$ cat src/core/gpio_port_bank_pkg.sv
// constants for the general purpose port bank: register map, field layout, reset values
// assumes a byte wide register port on the system clock, addresses in i/o space
package gpio_port_bank_pkg;

  // ==========================================================================
  // widths
  localparam int NUM_PORTS  = 6;
  localparam int PORT_W     = 8;
  localparam int ADDR_W     = 8;
  localparam int PJ_SRC_W   = 7;

  // ==========================================================================
  // register map, entry 0 is port a, entry 5 is port f
  localparam logic [NUM_PORTS-1:0][ADDR_W-1:0] PIN_INPUT_ADDR =
    {8'h0f, 8'h0c, 8'h09, 8'h06, 8'h03, 8'h00};
  localparam logic [NUM_PORTS-1:0][ADDR_W-1:0] DIRECTION_ADDR =
    {8'h10, 8'h0d, 8'h0a, 8'h07, 8'h04, 8'h01};
  localparam logic [NUM_PORTS-1:0][ADDR_W-1:0] OUTPUT_LATCH_ADDR =
    {8'h11, 8'h0e, 8'h0b, 8'h08, 8'h05, 8'h02};
  localparam logic [ADDR_W-1:0] MCU_GLOBAL_CONTROL_ADDR = 8'h35;
  localparam logic [ADDR_W-1:0] PIN_CHANGE_STATUS_ADDR  = 8'h20;
  localparam logic [ADDR_W-1:0] PIN_CHANGE_MASK_ADDR    = 8'h21;

  // ==========================================================================
  // control register fields
  localparam int DEBUG_INTERFACE_DISABLE_BIT = 7;
  localparam int BROWNOUT_SLEEP_OFF_BIT      = 6;
  localparam int BROWNOUT_SLEEP_UNLOCK_BIT   = 5;
  localparam int GLOBAL_PULLUP_KILL_BIT      = 4;
  localparam int VECTOR_TABLE_SELECT_BIT     = 1;
  localparam int VECTOR_CHANGE_UNLOCK_BIT    = 0;
  localparam logic [PORT_W-1:0] MCU_CONTROL_WRITABLE = 8'h93;

  // ==========================================================================
  // reset values
  localparam logic [PORT_W-1:0] PORT_RESET    = 8'h00;
  localparam logic [PORT_W-1:0] MCU_RESET     = 8'h00;
  localparam logic [PORT_W-1:0] READ_IDLE     = 8'h00;
  localparam logic [PJ_SRC_W-1:0] EVENT_RESET = 7'h00;

  // ==========================================================================
  // port j override table: bit 7 has no pin change source
  localparam logic [PORT_W-1:0] PJ_CHANGE_CAPABLE   = 8'h7f;
  localparam logic [PORT_W-1:0] PJ_OVERRIDE_VALUE   = 8'h00;
  localparam logic [PORT_W-1:0] PJ_OVERRIDE_OFF     = 8'h00;

endpackage : gpio_port_bank_pkg

$ cat src/core/gpio_port_bank.sv
// ports a to f with latch, direction and input registers, global pull-up kill,
// and the port j alternate function override signals for pin change sensing
// assumes one clock, synchronous reset, pad inputs asynchronous to the clock
//
// The implementer's own choice: the strobed register port.
`timescale 1ns/1ps

module gpio_port_bank (
  input  wire logic                   CLOCK,
  input  wire logic                   SYS_RST,
  input  wire logic [7:0]             ADDR,
  input  wire logic [7:0]             WDATA,
  input  wire logic                   WR,
  input  wire logic                   RD,
  output logic      [7:0]             RDATA,
  input  wire logic [47:0]            PAD_IN,
  output logic      [47:0]            PAD_OUT,
  output logic      [47:0]            PAD_OE,
  output logic      [47:0]            PAD_PULLUP,
  input  wire logic [7:0]             PJ_PAD_IN,
  input  wire logic [7:0]             PJ_CHANGE_MASK,
  input  wire logic                   PIN_CHANGE_GROUP0_ENABLE,
  output logic      [6:0]             PIN_CHANGE_SRC,
  output logic      [7:0]             INPUT_BUFFER_OVERRIDE_ENABLE,
  output logic      [7:0]             INPUT_BUFFER_OVERRIDE_VALUE,
  output logic      [7:0]             PULLUP_OVERRIDE_ENABLE,
  output logic      [7:0]             PULLUP_OVERRIDE_VALUE,
  output logic      [7:0]             DIRECTION_OVERRIDE_ENABLE,
  output logic      [7:0]             DIRECTION_OVERRIDE_VALUE,
  output logic      [7:0]             OUTPUT_VALUE_OVERRIDE_ENABLE,
  output logic      [7:0]             OUTPUT_VALUE_OVERRIDE_VALUE,
  output logic                        DEBUG_INTERFACE_DISABLE,
  output logic                        VECTOR_TABLE_SELECT,
  output logic                        VECTOR_CHANGE_UNLOCK,
  output logic                        IRQ
);

  localparam int NP = gpio_port_bank_pkg::NUM_PORTS;
  localparam int W  = gpio_port_bank_pkg::PORT_W;
  localparam int JW = gpio_port_bank_pkg::PJ_SRC_W;

  // ==========================================================================
  // address decode
  // one-hot hit against a table of six port addresses
  function automatic logic [NP-1:0] port_hit(
    input logic [7:0]         addr,
    input logic [NP-1:0][7:0] table_addr
  );
    logic [NP-1:0] hit;
    hit = '0;
    for (int i = 0; i < NP; i++) begin
      hit[i] = (addr == table_addr[i]);
    end
    return hit;
  endfunction : port_hit

  logic [NP-1:0] pin_hit;
  logic [NP-1:0] dir_hit;
  logic [NP-1:0] latch_hit;

  assign pin_hit   = port_hit(ADDR, gpio_port_bank_pkg::PIN_INPUT_ADDR);
  assign dir_hit   = port_hit(ADDR, gpio_port_bank_pkg::DIRECTION_ADDR);
  assign latch_hit = port_hit(ADDR, gpio_port_bank_pkg::OUTPUT_LATCH_ADDR);

  // ==========================================================================
  // pad synchronisers
  // stage one is read only by stage two, so no metastable value leaks out
  logic [47:0] pad_meta_r;
  logic [47:0] pad_sync_r;
  logic [7:0]  pj_meta_r;
  logic [7:0]  pj_sync_r;
  logic [7:0]  pj_prev_r;

  always_ff @(posedge CLOCK) begin
    pad_meta_r <= PAD_IN;
    pad_sync_r <= pad_meta_r;
    pj_meta_r  <= PJ_PAD_IN;
    pj_sync_r  <= pj_meta_r;
    pj_prev_r  <= pj_sync_r;
  end

  // ==========================================================================
  // port registers
  logic [NP-1:0][W-1:0] latch_r;
  logic [NP-1:0][W-1:0] dir_r;
  logic [7:0]           mcu_r;

  genvar p;
  generate
    for (p = 0; p < NP; p++) begin : g_port
      // latch write; a one written to the pin input toggles the latch bit
      always_ff @(posedge CLOCK) begin
        if (SYS_RST) begin
          latch_r[p] <= gpio_port_bank_pkg::PORT_RESET;
        end else if (WR && latch_hit[p]) begin
          latch_r[p] <= WDATA;
        end else if (WR && pin_hit[p]) begin
          latch_r[p] <= latch_r[p] ^ WDATA;
        end
      end

      // direction write
      always_ff @(posedge CLOCK) begin
        if (SYS_RST) begin
          dir_r[p] <= gpio_port_bank_pkg::PORT_RESET;
        end else if (WR && dir_hit[p]) begin
          dir_r[p] <= WDATA;
        end
      end

      // pad drive: direction 1 drives the latch value
      assign PAD_OUT[p*W +: W] = latch_r[p];
      assign PAD_OE[p*W +: W]  = dir_r[p];
      assign PAD_PULLUP[p*W +: W] = ~dir_r[p] & latch_r[p]
        & {W{~mcu_r[gpio_port_bank_pkg::GLOBAL_PULLUP_KILL_BIT]}};
    end
  endgenerate

  // ==========================================================================
  // mcu global control register
  // control register fields
  // brown-out bits stay zero here; their owner sits outside this block
  always_ff @(posedge CLOCK) begin
    if (SYS_RST) begin
      mcu_r <= gpio_port_bank_pkg::MCU_RESET;
    end else if (WR && ADDR == gpio_port_bank_pkg::MCU_GLOBAL_CONTROL_ADDR) begin
      mcu_r <= WDATA & gpio_port_bank_pkg::MCU_CONTROL_WRITABLE;
    end
  end

  assign DEBUG_INTERFACE_DISABLE =
    mcu_r[gpio_port_bank_pkg::DEBUG_INTERFACE_DISABLE_BIT];
  assign VECTOR_TABLE_SELECT  = mcu_r[gpio_port_bank_pkg::VECTOR_TABLE_SELECT_BIT];
  assign VECTOR_CHANGE_UNLOCK = mcu_r[gpio_port_bank_pkg::VECTOR_CHANGE_UNLOCK_BIT];

  // ==========================================================================
  // port j pin change sources and overrides
  // sources 24 to 30
  assign PIN_CHANGE_SRC = pj_sync_r[JW-1:0];

  // bits 0 to 6 override
  // bit 7 is masked off by the capable set, so it never overrides
  assign INPUT_BUFFER_OVERRIDE_ENABLE = PJ_CHANGE_MASK
    & {W{PIN_CHANGE_GROUP0_ENABLE}} & gpio_port_bank_pkg::PJ_CHANGE_CAPABLE;
  assign INPUT_BUFFER_OVERRIDE_VALUE  = gpio_port_bank_pkg::PJ_OVERRIDE_VALUE;

  assign PULLUP_OVERRIDE_ENABLE       = gpio_port_bank_pkg::PJ_OVERRIDE_OFF;
  assign PULLUP_OVERRIDE_VALUE        = gpio_port_bank_pkg::PJ_OVERRIDE_OFF;
  assign DIRECTION_OVERRIDE_ENABLE    = gpio_port_bank_pkg::PJ_OVERRIDE_OFF;
  assign DIRECTION_OVERRIDE_VALUE     = gpio_port_bank_pkg::PJ_OVERRIDE_OFF;
  assign OUTPUT_VALUE_OVERRIDE_ENABLE = gpio_port_bank_pkg::PJ_OVERRIDE_OFF;
  assign OUTPUT_VALUE_OVERRIDE_VALUE  = gpio_port_bank_pkg::PJ_OVERRIDE_OFF;

  // ==========================================================================
  // pin change events, sticky status and mask
  logic [JW-1:0] change_evt;
  logic [JW-1:0] status_r;
  logic [JW-1:0] status_nxt;
  logic [JW-1:0] mask_r;

  assign change_evt = pj_sync_r[JW-1:0] ^ pj_prev_r[JW-1:0];

  // write one to clear, a fresh event in the same cycle wins
  always_comb begin
    status_nxt = status_r;
    if (WR && ADDR == gpio_port_bank_pkg::PIN_CHANGE_STATUS_ADDR) begin
      status_nxt = status_r & ~WDATA[JW-1:0];
    end
    status_nxt = status_nxt | change_evt;
  end

  // first cycle after reset ignores the unsettled history register
  logic evt_armed_r;
  always_ff @(posedge CLOCK) begin
    if (SYS_RST) begin
      status_r    <= gpio_port_bank_pkg::EVENT_RESET;
      evt_armed_r <= 1'b0;
    end else begin
      evt_armed_r <= 1'b1;
      status_r    <= evt_armed_r ? status_nxt : gpio_port_bank_pkg::EVENT_RESET;
    end
  end

  always_ff @(posedge CLOCK) begin
    if (SYS_RST) begin
      mask_r <= gpio_port_bank_pkg::EVENT_RESET;
    end else if (WR && ADDR == gpio_port_bank_pkg::PIN_CHANGE_MASK_ADDR) begin
      mask_r <= WDATA[JW-1:0];
    end
  end

  assign IRQ = |(status_r & mask_r);

  // ==========================================================================
  // read data, one cycle after the strobe and only then
  logic [7:0] rdata_nxt;

  always_comb begin
    rdata_nxt = gpio_port_bank_pkg::READ_IDLE;
    for (int i = 0; i < NP; i++) begin
      if (pin_hit[i]) begin
        rdata_nxt = pad_sync_r[i*W +: W];
      end
      if (dir_hit[i]) begin
        rdata_nxt = dir_r[i];
      end
      if (latch_hit[i]) begin
        rdata_nxt = latch_r[i];
      end
    end
    if (ADDR == gpio_port_bank_pkg::MCU_GLOBAL_CONTROL_ADDR) begin
      rdata_nxt = mcu_r;
    end
    if (ADDR == gpio_port_bank_pkg::PIN_CHANGE_STATUS_ADDR) begin
      rdata_nxt = {1'b0, status_r};
    end
    if (ADDR == gpio_port_bank_pkg::PIN_CHANGE_MASK_ADDR) begin
      rdata_nxt = {1'b0, mask_r};
    end
  end

  always_ff @(posedge CLOCK) begin
    if (SYS_RST) begin
      RDATA <= gpio_port_bank_pkg::READ_IDLE;
    end else if (RD) begin
      RDATA <= rdata_nxt;
    end else begin
      RDATA <= gpio_port_bank_pkg::READ_IDLE;
    end
  end

endmodule : gpio_port_bank

$ cat config.mk
export PLATFORM = sky130hd
export DESIGN_NAME = gpio_port_bank
export DESIGN_NICKNAME = d
export VERILOG_FILES = /design/src/core/gpio_port_bank_pkg.sv /design/src/core/gpio_port_bank.sv
export SDC_FILE = /design/constraint.sdc
export NUM_CORES = 1
export LEC_CHECK = 0
export BUFFER_PORTS_ARGS = -buffer_cell sky130_fd_sc_hd__buf_2
export CAP_MARGIN = 0
export CORE_MARGIN = 2
export CORE_UTILIZATION = 56
export DETAILED_ROUTE_END_ITERATION = 10
export GPL_TIMING_DRIVEN = 0
export PLACE_DENSITY = 0.89
export RECOVER_POWER = 25
export SKIP_CTS_REPAIR_TIMING = 1
export SLEW_MARGIN = 25
export SYNTH_ARGS = -nofsm -noshare
export SYNTH_HDL_FRONTEND = slang
export SYNTH_SLANG_ARGS = --single-unit
$ cat constraint.sdc
create_clock -name CLOCK -period 3.1 [get_ports CLOCK]
set_input_delay 0.155 -clock CLOCK [delete_from_list [all_inputs] [get_ports CLOCK]]
set_output_delay 0.155 -clock CLOCK [all_outputs]
set_load 0.05 [all_outputs]
==> metrics.md, run 1 <==
| Metric | Value |
|---|---|
| Status | completed |
| Final antenna-violating net count | 0 |
| Cell area after synthesis | 10,260 sq um |
| Total congestion overflow | 0 |
| Worst slew pin tran | 1.149 ns |
| CP required | 2.94 ns |
| Pwr Total | 6.941 mW |
| WHS Path Cells | 3 |
| Peak supply drop | 0.0006889 V |
| FF+latch count, synth | 240 |
| Top_reg_cell synth | dfxtp_1 |
| Placed cell area | 11,960 sq um |
| Clk slew on worst S/H paths | 0.07 ns |
| Clock Latency Late Sink | 0.55 ns |
| Vias per cell | 6.478 |
| Syn Area/Cell | 9.090 sq um |
| CP Launch Type | flip-flop |
| Netlist cell types | 62 |
| DRT Pass-1 Iters | 7 |
| Floorplan row count | 49 |
| Max-slew headroom | 0.2337 |
| Async SR Flop Fraction | 0 |
| Slew Viols, Final | 0 |
| Crit Path Class | flip-flop to primary output |
| Hold Violations, Final | 0 |
| Input/output buffers | 239 |
| Fmax | 355.5 MHz |
| Cells after Synth | 1,129 |
| Hold WS | 0.03255 ns |
| Root buf cell | clkbuf_16 |
| Io pins | 312 |
| Hold crit path type | input pin to flip-flop |
| Initial antenna violation count | 1 |
| Maximum root-to-sink buffer count | 3 |
| HPWL after DPL | 30,330 um |
| CP endpoint kind | primary output |
| PnR worst setup slack | 0.2872 ns |
| Global Route Usage Sum | 0.4401 |
| # setup viols final | 0 |
| Die height | 139.4 um |
| Flop-to-flop setup slack | 1.22 ns |
| Die X-Extent | 139.4 um |
| Finished Cell Area | 13,280 sq um |
| DR vias | 11,320 |
| Total core area | 17,960 sq um |
| RD Place Congestion | 0.9802 |
| RSZ-0062 raised after global routing | no |
| WL per Instance | 27.35 um |
| Final WL | 47,810 um |
| First DRT Iteration DRCs | 1,578 |
| Final Instance Count excl. Fillers | 1,748 |
| Antenna cell count | 0 |
| Number of max-cap violations | 0 |
| Min-Delay Endpoint | RDATA[1]$_SDFF_PP0_ |
| RR Startpoint | PAD_OUT[25]$_SDFFE_PP0P_ |
| Cts bufs inserted | 24 |
| Final min period | 2.813 ns |
| Final-layout fill cell count | 1,223 |
| Power per cell area | 522.7 nW/um^2 |
| EDFF count, synth | 0 |
| Global-route wire length before repair | 64,110 um |
| Final Cycle Share | 0.9074 |
| CP arrival | 2.66 ns |
| Setup TNS | 0 ns |
| Hold Crit Start | RD |
| CTS tree | done |
| Nets | 1,590 |
| Cells after DPL | 1,653 |
| Ys Warns | 0 |
| Sequential fraction of the synthesis area | 0.4682 |
| Finished Core Util | 0.7393 |
| Worst R2R End | RDATA[1]$_SDFF_PP0_ |
| Area growth from synthesis to layout | 29.41% |
| Leak | 6.027 nW |
| Setup Skew | 0.02118 ns |
| Starting density of the core | 0.5713 |
| Vias in the first global route | 10,130 |
| Worst Reg2Reg Path Length in Cells | 5 |
| CTS sink count | 240 |
| Setup WS pre-CTS | 0.08354 ns |
| Die area | 19,420 sq um |
| Largest net degree at the start of global routing | 15 |
| Crit Path Max Fanout | 10 |
| DRC viols | 0 |
| Share of layout cells above drive strength 1 | 0.2495 |
| H-Tree Depth | 1 |
power by group:
part / internal [mW] / switching, mW
combinational: 0.236 / 0.558
clock: 1.65 / 1.28
sequential: 3.18 / 0.0476
total: 5.06 / 1.89
worst max-delay path, cell delays in order, from the launching register on:
cell,delay [ns]
dfxtp_1,0.41
clkbuf_1,0.58
buf_1,0.66
nor3_1,0.19
buf_2,0.27
cell usage after synthesis, types with 4 or more instances:
| library cell | n | area [sq um] |
|---|---|---|
| dfxtp_1 | 240 | 4805 |
| nor2_1 | 118 | 442.9 |
| nand2_1 | 91 | 341.6 |
| o21ai_0 | 89 | 445.4 |
| a21oi_1 | 64 | 320.3 |
| clkbuf_1 | 62 | 232.7 |
| buf_4 | 57 | 427.9 |
| mux2i_1 | 54 | 540.5 |
| nor3b_1 | 49 | 367.9 |
| nand3_1 | 39 | 195.2 |
| a22oi_1 | 36 | 270.3 |
| a22o_1 | 18 | 157.7 |
| xnor2_1 | 16 | 140.1 |
| mux4_2 | 11 | 247.7 |
| and2_1 | 10 | 62.56 |
| buf_1 | 10 | 37.54 |
| buf_2 | 10 | 50.05 |
| nor2b_1 | 9 | 56.30 |
| o21bai_1 | 9 | 67.56 |
| o22ai_1 | 9 | 56.30 |
| a32oi_1 | 8 | 70.07 |
| inv_1 | 8 | 30.03 |
| mux2_2 | 8 | 90.09 |
| nand2b_1 | 8 | 50.05 |
| nor3_1 | 8 | 40.04 |
| xor2_1 | 7 | 61.31 |
| a211oi_1 | 6 | 45.04 |
| and3_1 | 6 | 37.54 |
| nand3b_1 | 6 | 45.04 |
| a31oi_1 | 5 | 31.28 |
| nand4_1 | 4 | 25.02 |
| o211ai_1 | 4 | 30.03 |
final cells by class:
| type | instances | area [sq um] | share of cell area |
|---|---|---|---|
| buffer | 141 | 770.7 | 0.05804 |
| tap | 229 | 286.5 | 0.02158 |
| clock inverter | 6 | 71.32 | 0.005370 |
| multi-input combinational | 795 | 4870 | 0.3667 |
| clock buffer | 34 | 698.2 | 0.05257 |
| inverter | 9 | 33.78 | 0.002544 |
| sequential | 240 | 4805 | 0.3618 |
| timing repair buffer | 294 | 1745 | 0.1314 |
layout by cell type (no fill, tap or decap), types with 4 or more instances in the layout:
cell and instances:
buf_2 248, dfxtp_1 240, nor2_1 118, nand2_1 91
o21ai_0 89, clkbuf_1 67, a21oi_1 64, buf_4 57
conb_1 57, dlygate4sd3_1 55, mux2i_1 54, nor3b_1 49
nand3_1 39, a22oi_1 36, clkbuf_16 24, a22o_1 18
xnor2_1 16, mux4_2 11, and2_1 10, buf_1 10
nor2b_1 9, o21bai_1 9, o22ai_1 9, inv_1 8
nor3_1 8, nand2b_1 8, a32oi_1 8, mux2_2 8
xor2_1 7, and3_1 6, nand3b_1 6, a211oi_1 6
clkbuf_8 6, a31oi_1 5, nand4_1 4, o211ai_1 4
layer usage:
metal	global-route usage	part of all wire	wire length, um	up-vias
li1	-	-	-	4624
met1	0.5539	0.34	16210	5285
met2	0.6943	0.44	20940	1114
met3	0.1198	0.15	6978	300
met4	0.2302	0.077	3680	0
met5	0	0	0	-
how the worst max path moves through the flow:
stage / startpoint / end / slack [ns] / cells after the start
finish: mcu_r[4]$_SDFFE_PP0P_ / PAD_PULLUP[23] / 0.29 / 4
global route: mcu_r[4]$_SDFFE_PP0P_ / PAD_PULLUP[23] / 0.29 / 4
CTS: mcu_r[4]$_SDFFE_PP0P_ / PAD_PULLUP[23] / 0.44 / 4
detailed placement: ADDR[1] / RDATA[1]$_SDFF_PP0_ / 0.08 / 8
global placement: ADDR[1] / RDATA[1]$_SDFF_PP0_ / 0.04 / 8
floorplan: PAD_OUT[42]$_SDFFE_PP0P_ / PAD_PULLUP[42] / 1.03 / 1
logic make-up after synthesis:
kind of cell,Yosys count,share of synthesized area
simple gates,372,0.1837
compound gates,270,0.1641
flops,240,0.4682
buf+inv,150,0.07840
mux,73,0.08559
xor+xnor,23,0.01963
other cells,1,0.0003654
flip-flops by register name, summed over array words and instances, names as in the netlist:
register	count
PAD_OE	48
PAD_OUT	48
RDATA	8
evt_armed_r	1
mask_r	7
mcu_r	4
pad_meta_r	48
pad_sync_r	48
pj_meta_r	7
pj_prev_r	7
pj_sync_r	7
status_r	7
Power figures use the tool's default switching activity.
==> inputs of run 2 (changes only) <==
Settings changed: BUFFER_PORTS_ARGS -buffer_cell sky130_fd_sc_hd__buf_2 to -buffer_cell sky130_fd_sc_hd__buf_4, CORE_UTILIZATION 56 to 36, PLACE_DENSITY 0.89 to 0.62.
==> metrics.md, run 2 (synthesis results as in run 1) <==
| Metric | Value |
|---|---|
| Status | completed |
| Final min period | 2.790 ns |
| Commonest non-fill, non-tap cell in the layout | buf_4 |
| Flop-to-flop setup slack | 1.19 ns |
| Setup Skew | 0.02329 ns |
| Max-slew headroom | 0.2564 |
| Root buf cell | clkbuf_16 |
| Peak supply drop | 0.0003423 V |
| Final Cycle Share | 0.9001 |
| DRC viols | 0 |
| H-Tree Depth | 1 |
| Clk slew on worst S/H paths | 0.07 ns |
| Worst path cell trace | clkbuf_1, buf_1, nor3b_1, buf_4 |
| Antenna cell count | 0 |
| Leak | 6.136 nW |
| Cells after DPL | 1,802 |
| Initial antenna violation count | 0 |
| Floorplan row count | 61 |
| CP arrival | 2.64 ns |
| Crit Path Max Fanout | 10 |
| RD Place Congestion | 0.9764 |
| CP endpoint kind | primary output |
| Total core area | 27,930 sq um |
| Largest stage delay on the critical path | 0.68 ns |
| RR Startpoint | PAD_OE[1]$_SDFFE_PP0P_ |
| CTS tree | done |
| Vias per cell | 5.369 |
| CTS sink count | 240 |
| HPWL after DPL | 31,460 um |
| Die height | 172.8 um |
| Most frequent cells in the layout | buf_4, dfxtp_1, nor2_1 |
| WL per Instance | 22.89 um |
| Nets | 1,591 |
| Starting density of the core | 0.3674 |
| Final Instance Count excl. Fillers | 1,902 |
| Slew Viols, Final | 0 |
| Power per cell area | 509.6 nW/um^2 |
| Largest net degree at the start of global routing | 15 |
| Hold crit path type | input pin to flip-flop |
| Clock Latency Late Sink | 0.54 ns |
| Share of layout cells above drive strength 1 | 0.2552 |
| Final WL | 43,540 um |
| Die X-Extent | 172.8 um |
| Maximum root-to-sink buffer count | 3 |
| First DRT Iteration DRCs | 1,039 |
| RSZ-0062 raised after global routing | no |
| Fmax | 358.4 MHz |
| CP required | 2.94 ns |
| # setup viols final | 0 |
| Crit Path Class | flip-flop to primary output |
| DRT Pass-1 Iters | 5 |
| Min-Delay Endpoint | RDATA[1]$_SDFF_PP0_ |
| Number of max-cap violations | 0 |
| Vias in the first global route | 9,178 |
| DR vias | 10,210 |
| Cts bufs inserted | 25 |
| Input/output buffers | 239 |
| WHS Path Cells | 3 |
| Io pins | 312 |
| Die area | 29,870 sq um |
| Global Route Usage Sum | 0.2737 |
| Finished Core Util | 0.5080 |
| Hold Violations, Final | 0 |
| Worst Reg2Reg Path Length in Cells | 5 |
| Final antenna-violating net count | 0 |
| Area growth from synthesis to layout | 38.27% |
| Hold Crit Start | RD |
| CP Launch Type | flip-flop |
| Worst slew pin tran | 1.115 ns |
| Final-layout fill cell count | 2,658 |
| Global-route wire length before repair | 61,760 um |
| Crit-path slowest cell | buf_1 |
| Worst R2R End | RDATA[1]$_SDFF_PP0_ |
| Total congestion overflow | 0 |
run 2: how the worst max path moves through the flow:
stage | start | to | cells past startpoint
4_1_cts | mcu_r[4]$_SDFFE_PP0P_ | PAD_PULLUP[39] | 4
3_3_place_gp | ADDR[1] | RDATA[1]$_SDFF_PP0_ | 8
2_1_floorplan | PAD_OUT[42]$_SDFFE_PP0P_ | PAD_PULLUP[42] | 1
3_5_place_dp | ADDR[1] | RDATA[1]$_SDFF_PP0_ | 8
5_1_grt | mcu_r[4]$_SDFFE_PP0P_ | PAD_PULLUP[39] | 4
6_report | mcu_r[4]$_SDFFE_PP0P_ | PAD_PULLUP[39] | 4
run 2: routing by layer:
layer / GRT usage / wire [um]
met5: 0 / 0
met4: 0.1130 / 1810
met3: 0.04903 / 3809
met2: 0.4343 / 19670
met1: 0.3676 / 18250
run 2: stage by stage:
step	hold WS, ns	setup slack [ns]	instance area [sq um]	power (mW)	setup TNS, ns
finish	0.1243	0.3096	14190	7.231	0
global route	0.1322	0.2089	14190	7.439	0
CTS	-0.2891	0.2640	13640	7.197	0
detailed placement	0.2606	-0.08623	12750	4.012	-0.08623
global placement	0.2594	-0.09538	12740	4.007	-0.09538
floorplan	0.1827	1.027	10470	3.752	0
run 2: critical path: cells and delay by family, from the launching register on:
family	cells	cell delay, ns
and+or+nand+nor	1	0.19
buffers and inverters	3	1.46
DFF	1	0.43
run 2: where the power goes:
group	internal [mW]	switching, mW
registers	3.18	0.0399
clock network	1.95	1.26
logic	0.265	0.535
total	5.39	1.84
run 2: final cells by class:
cell class	count	area [sq um]	share of cell area
repair buffers	294	2345	0.1652
inverters	9	33.78	0.002381
well taps	378	473.0	0.03333
plain buffers	141	772.0	0.05440
clock buffers	33	715.7	0.05044
clock inverters	12	170.2	0.01199
multi-input cells	795	4876	0.3436
flip-flops and latches	240	4805	0.3386
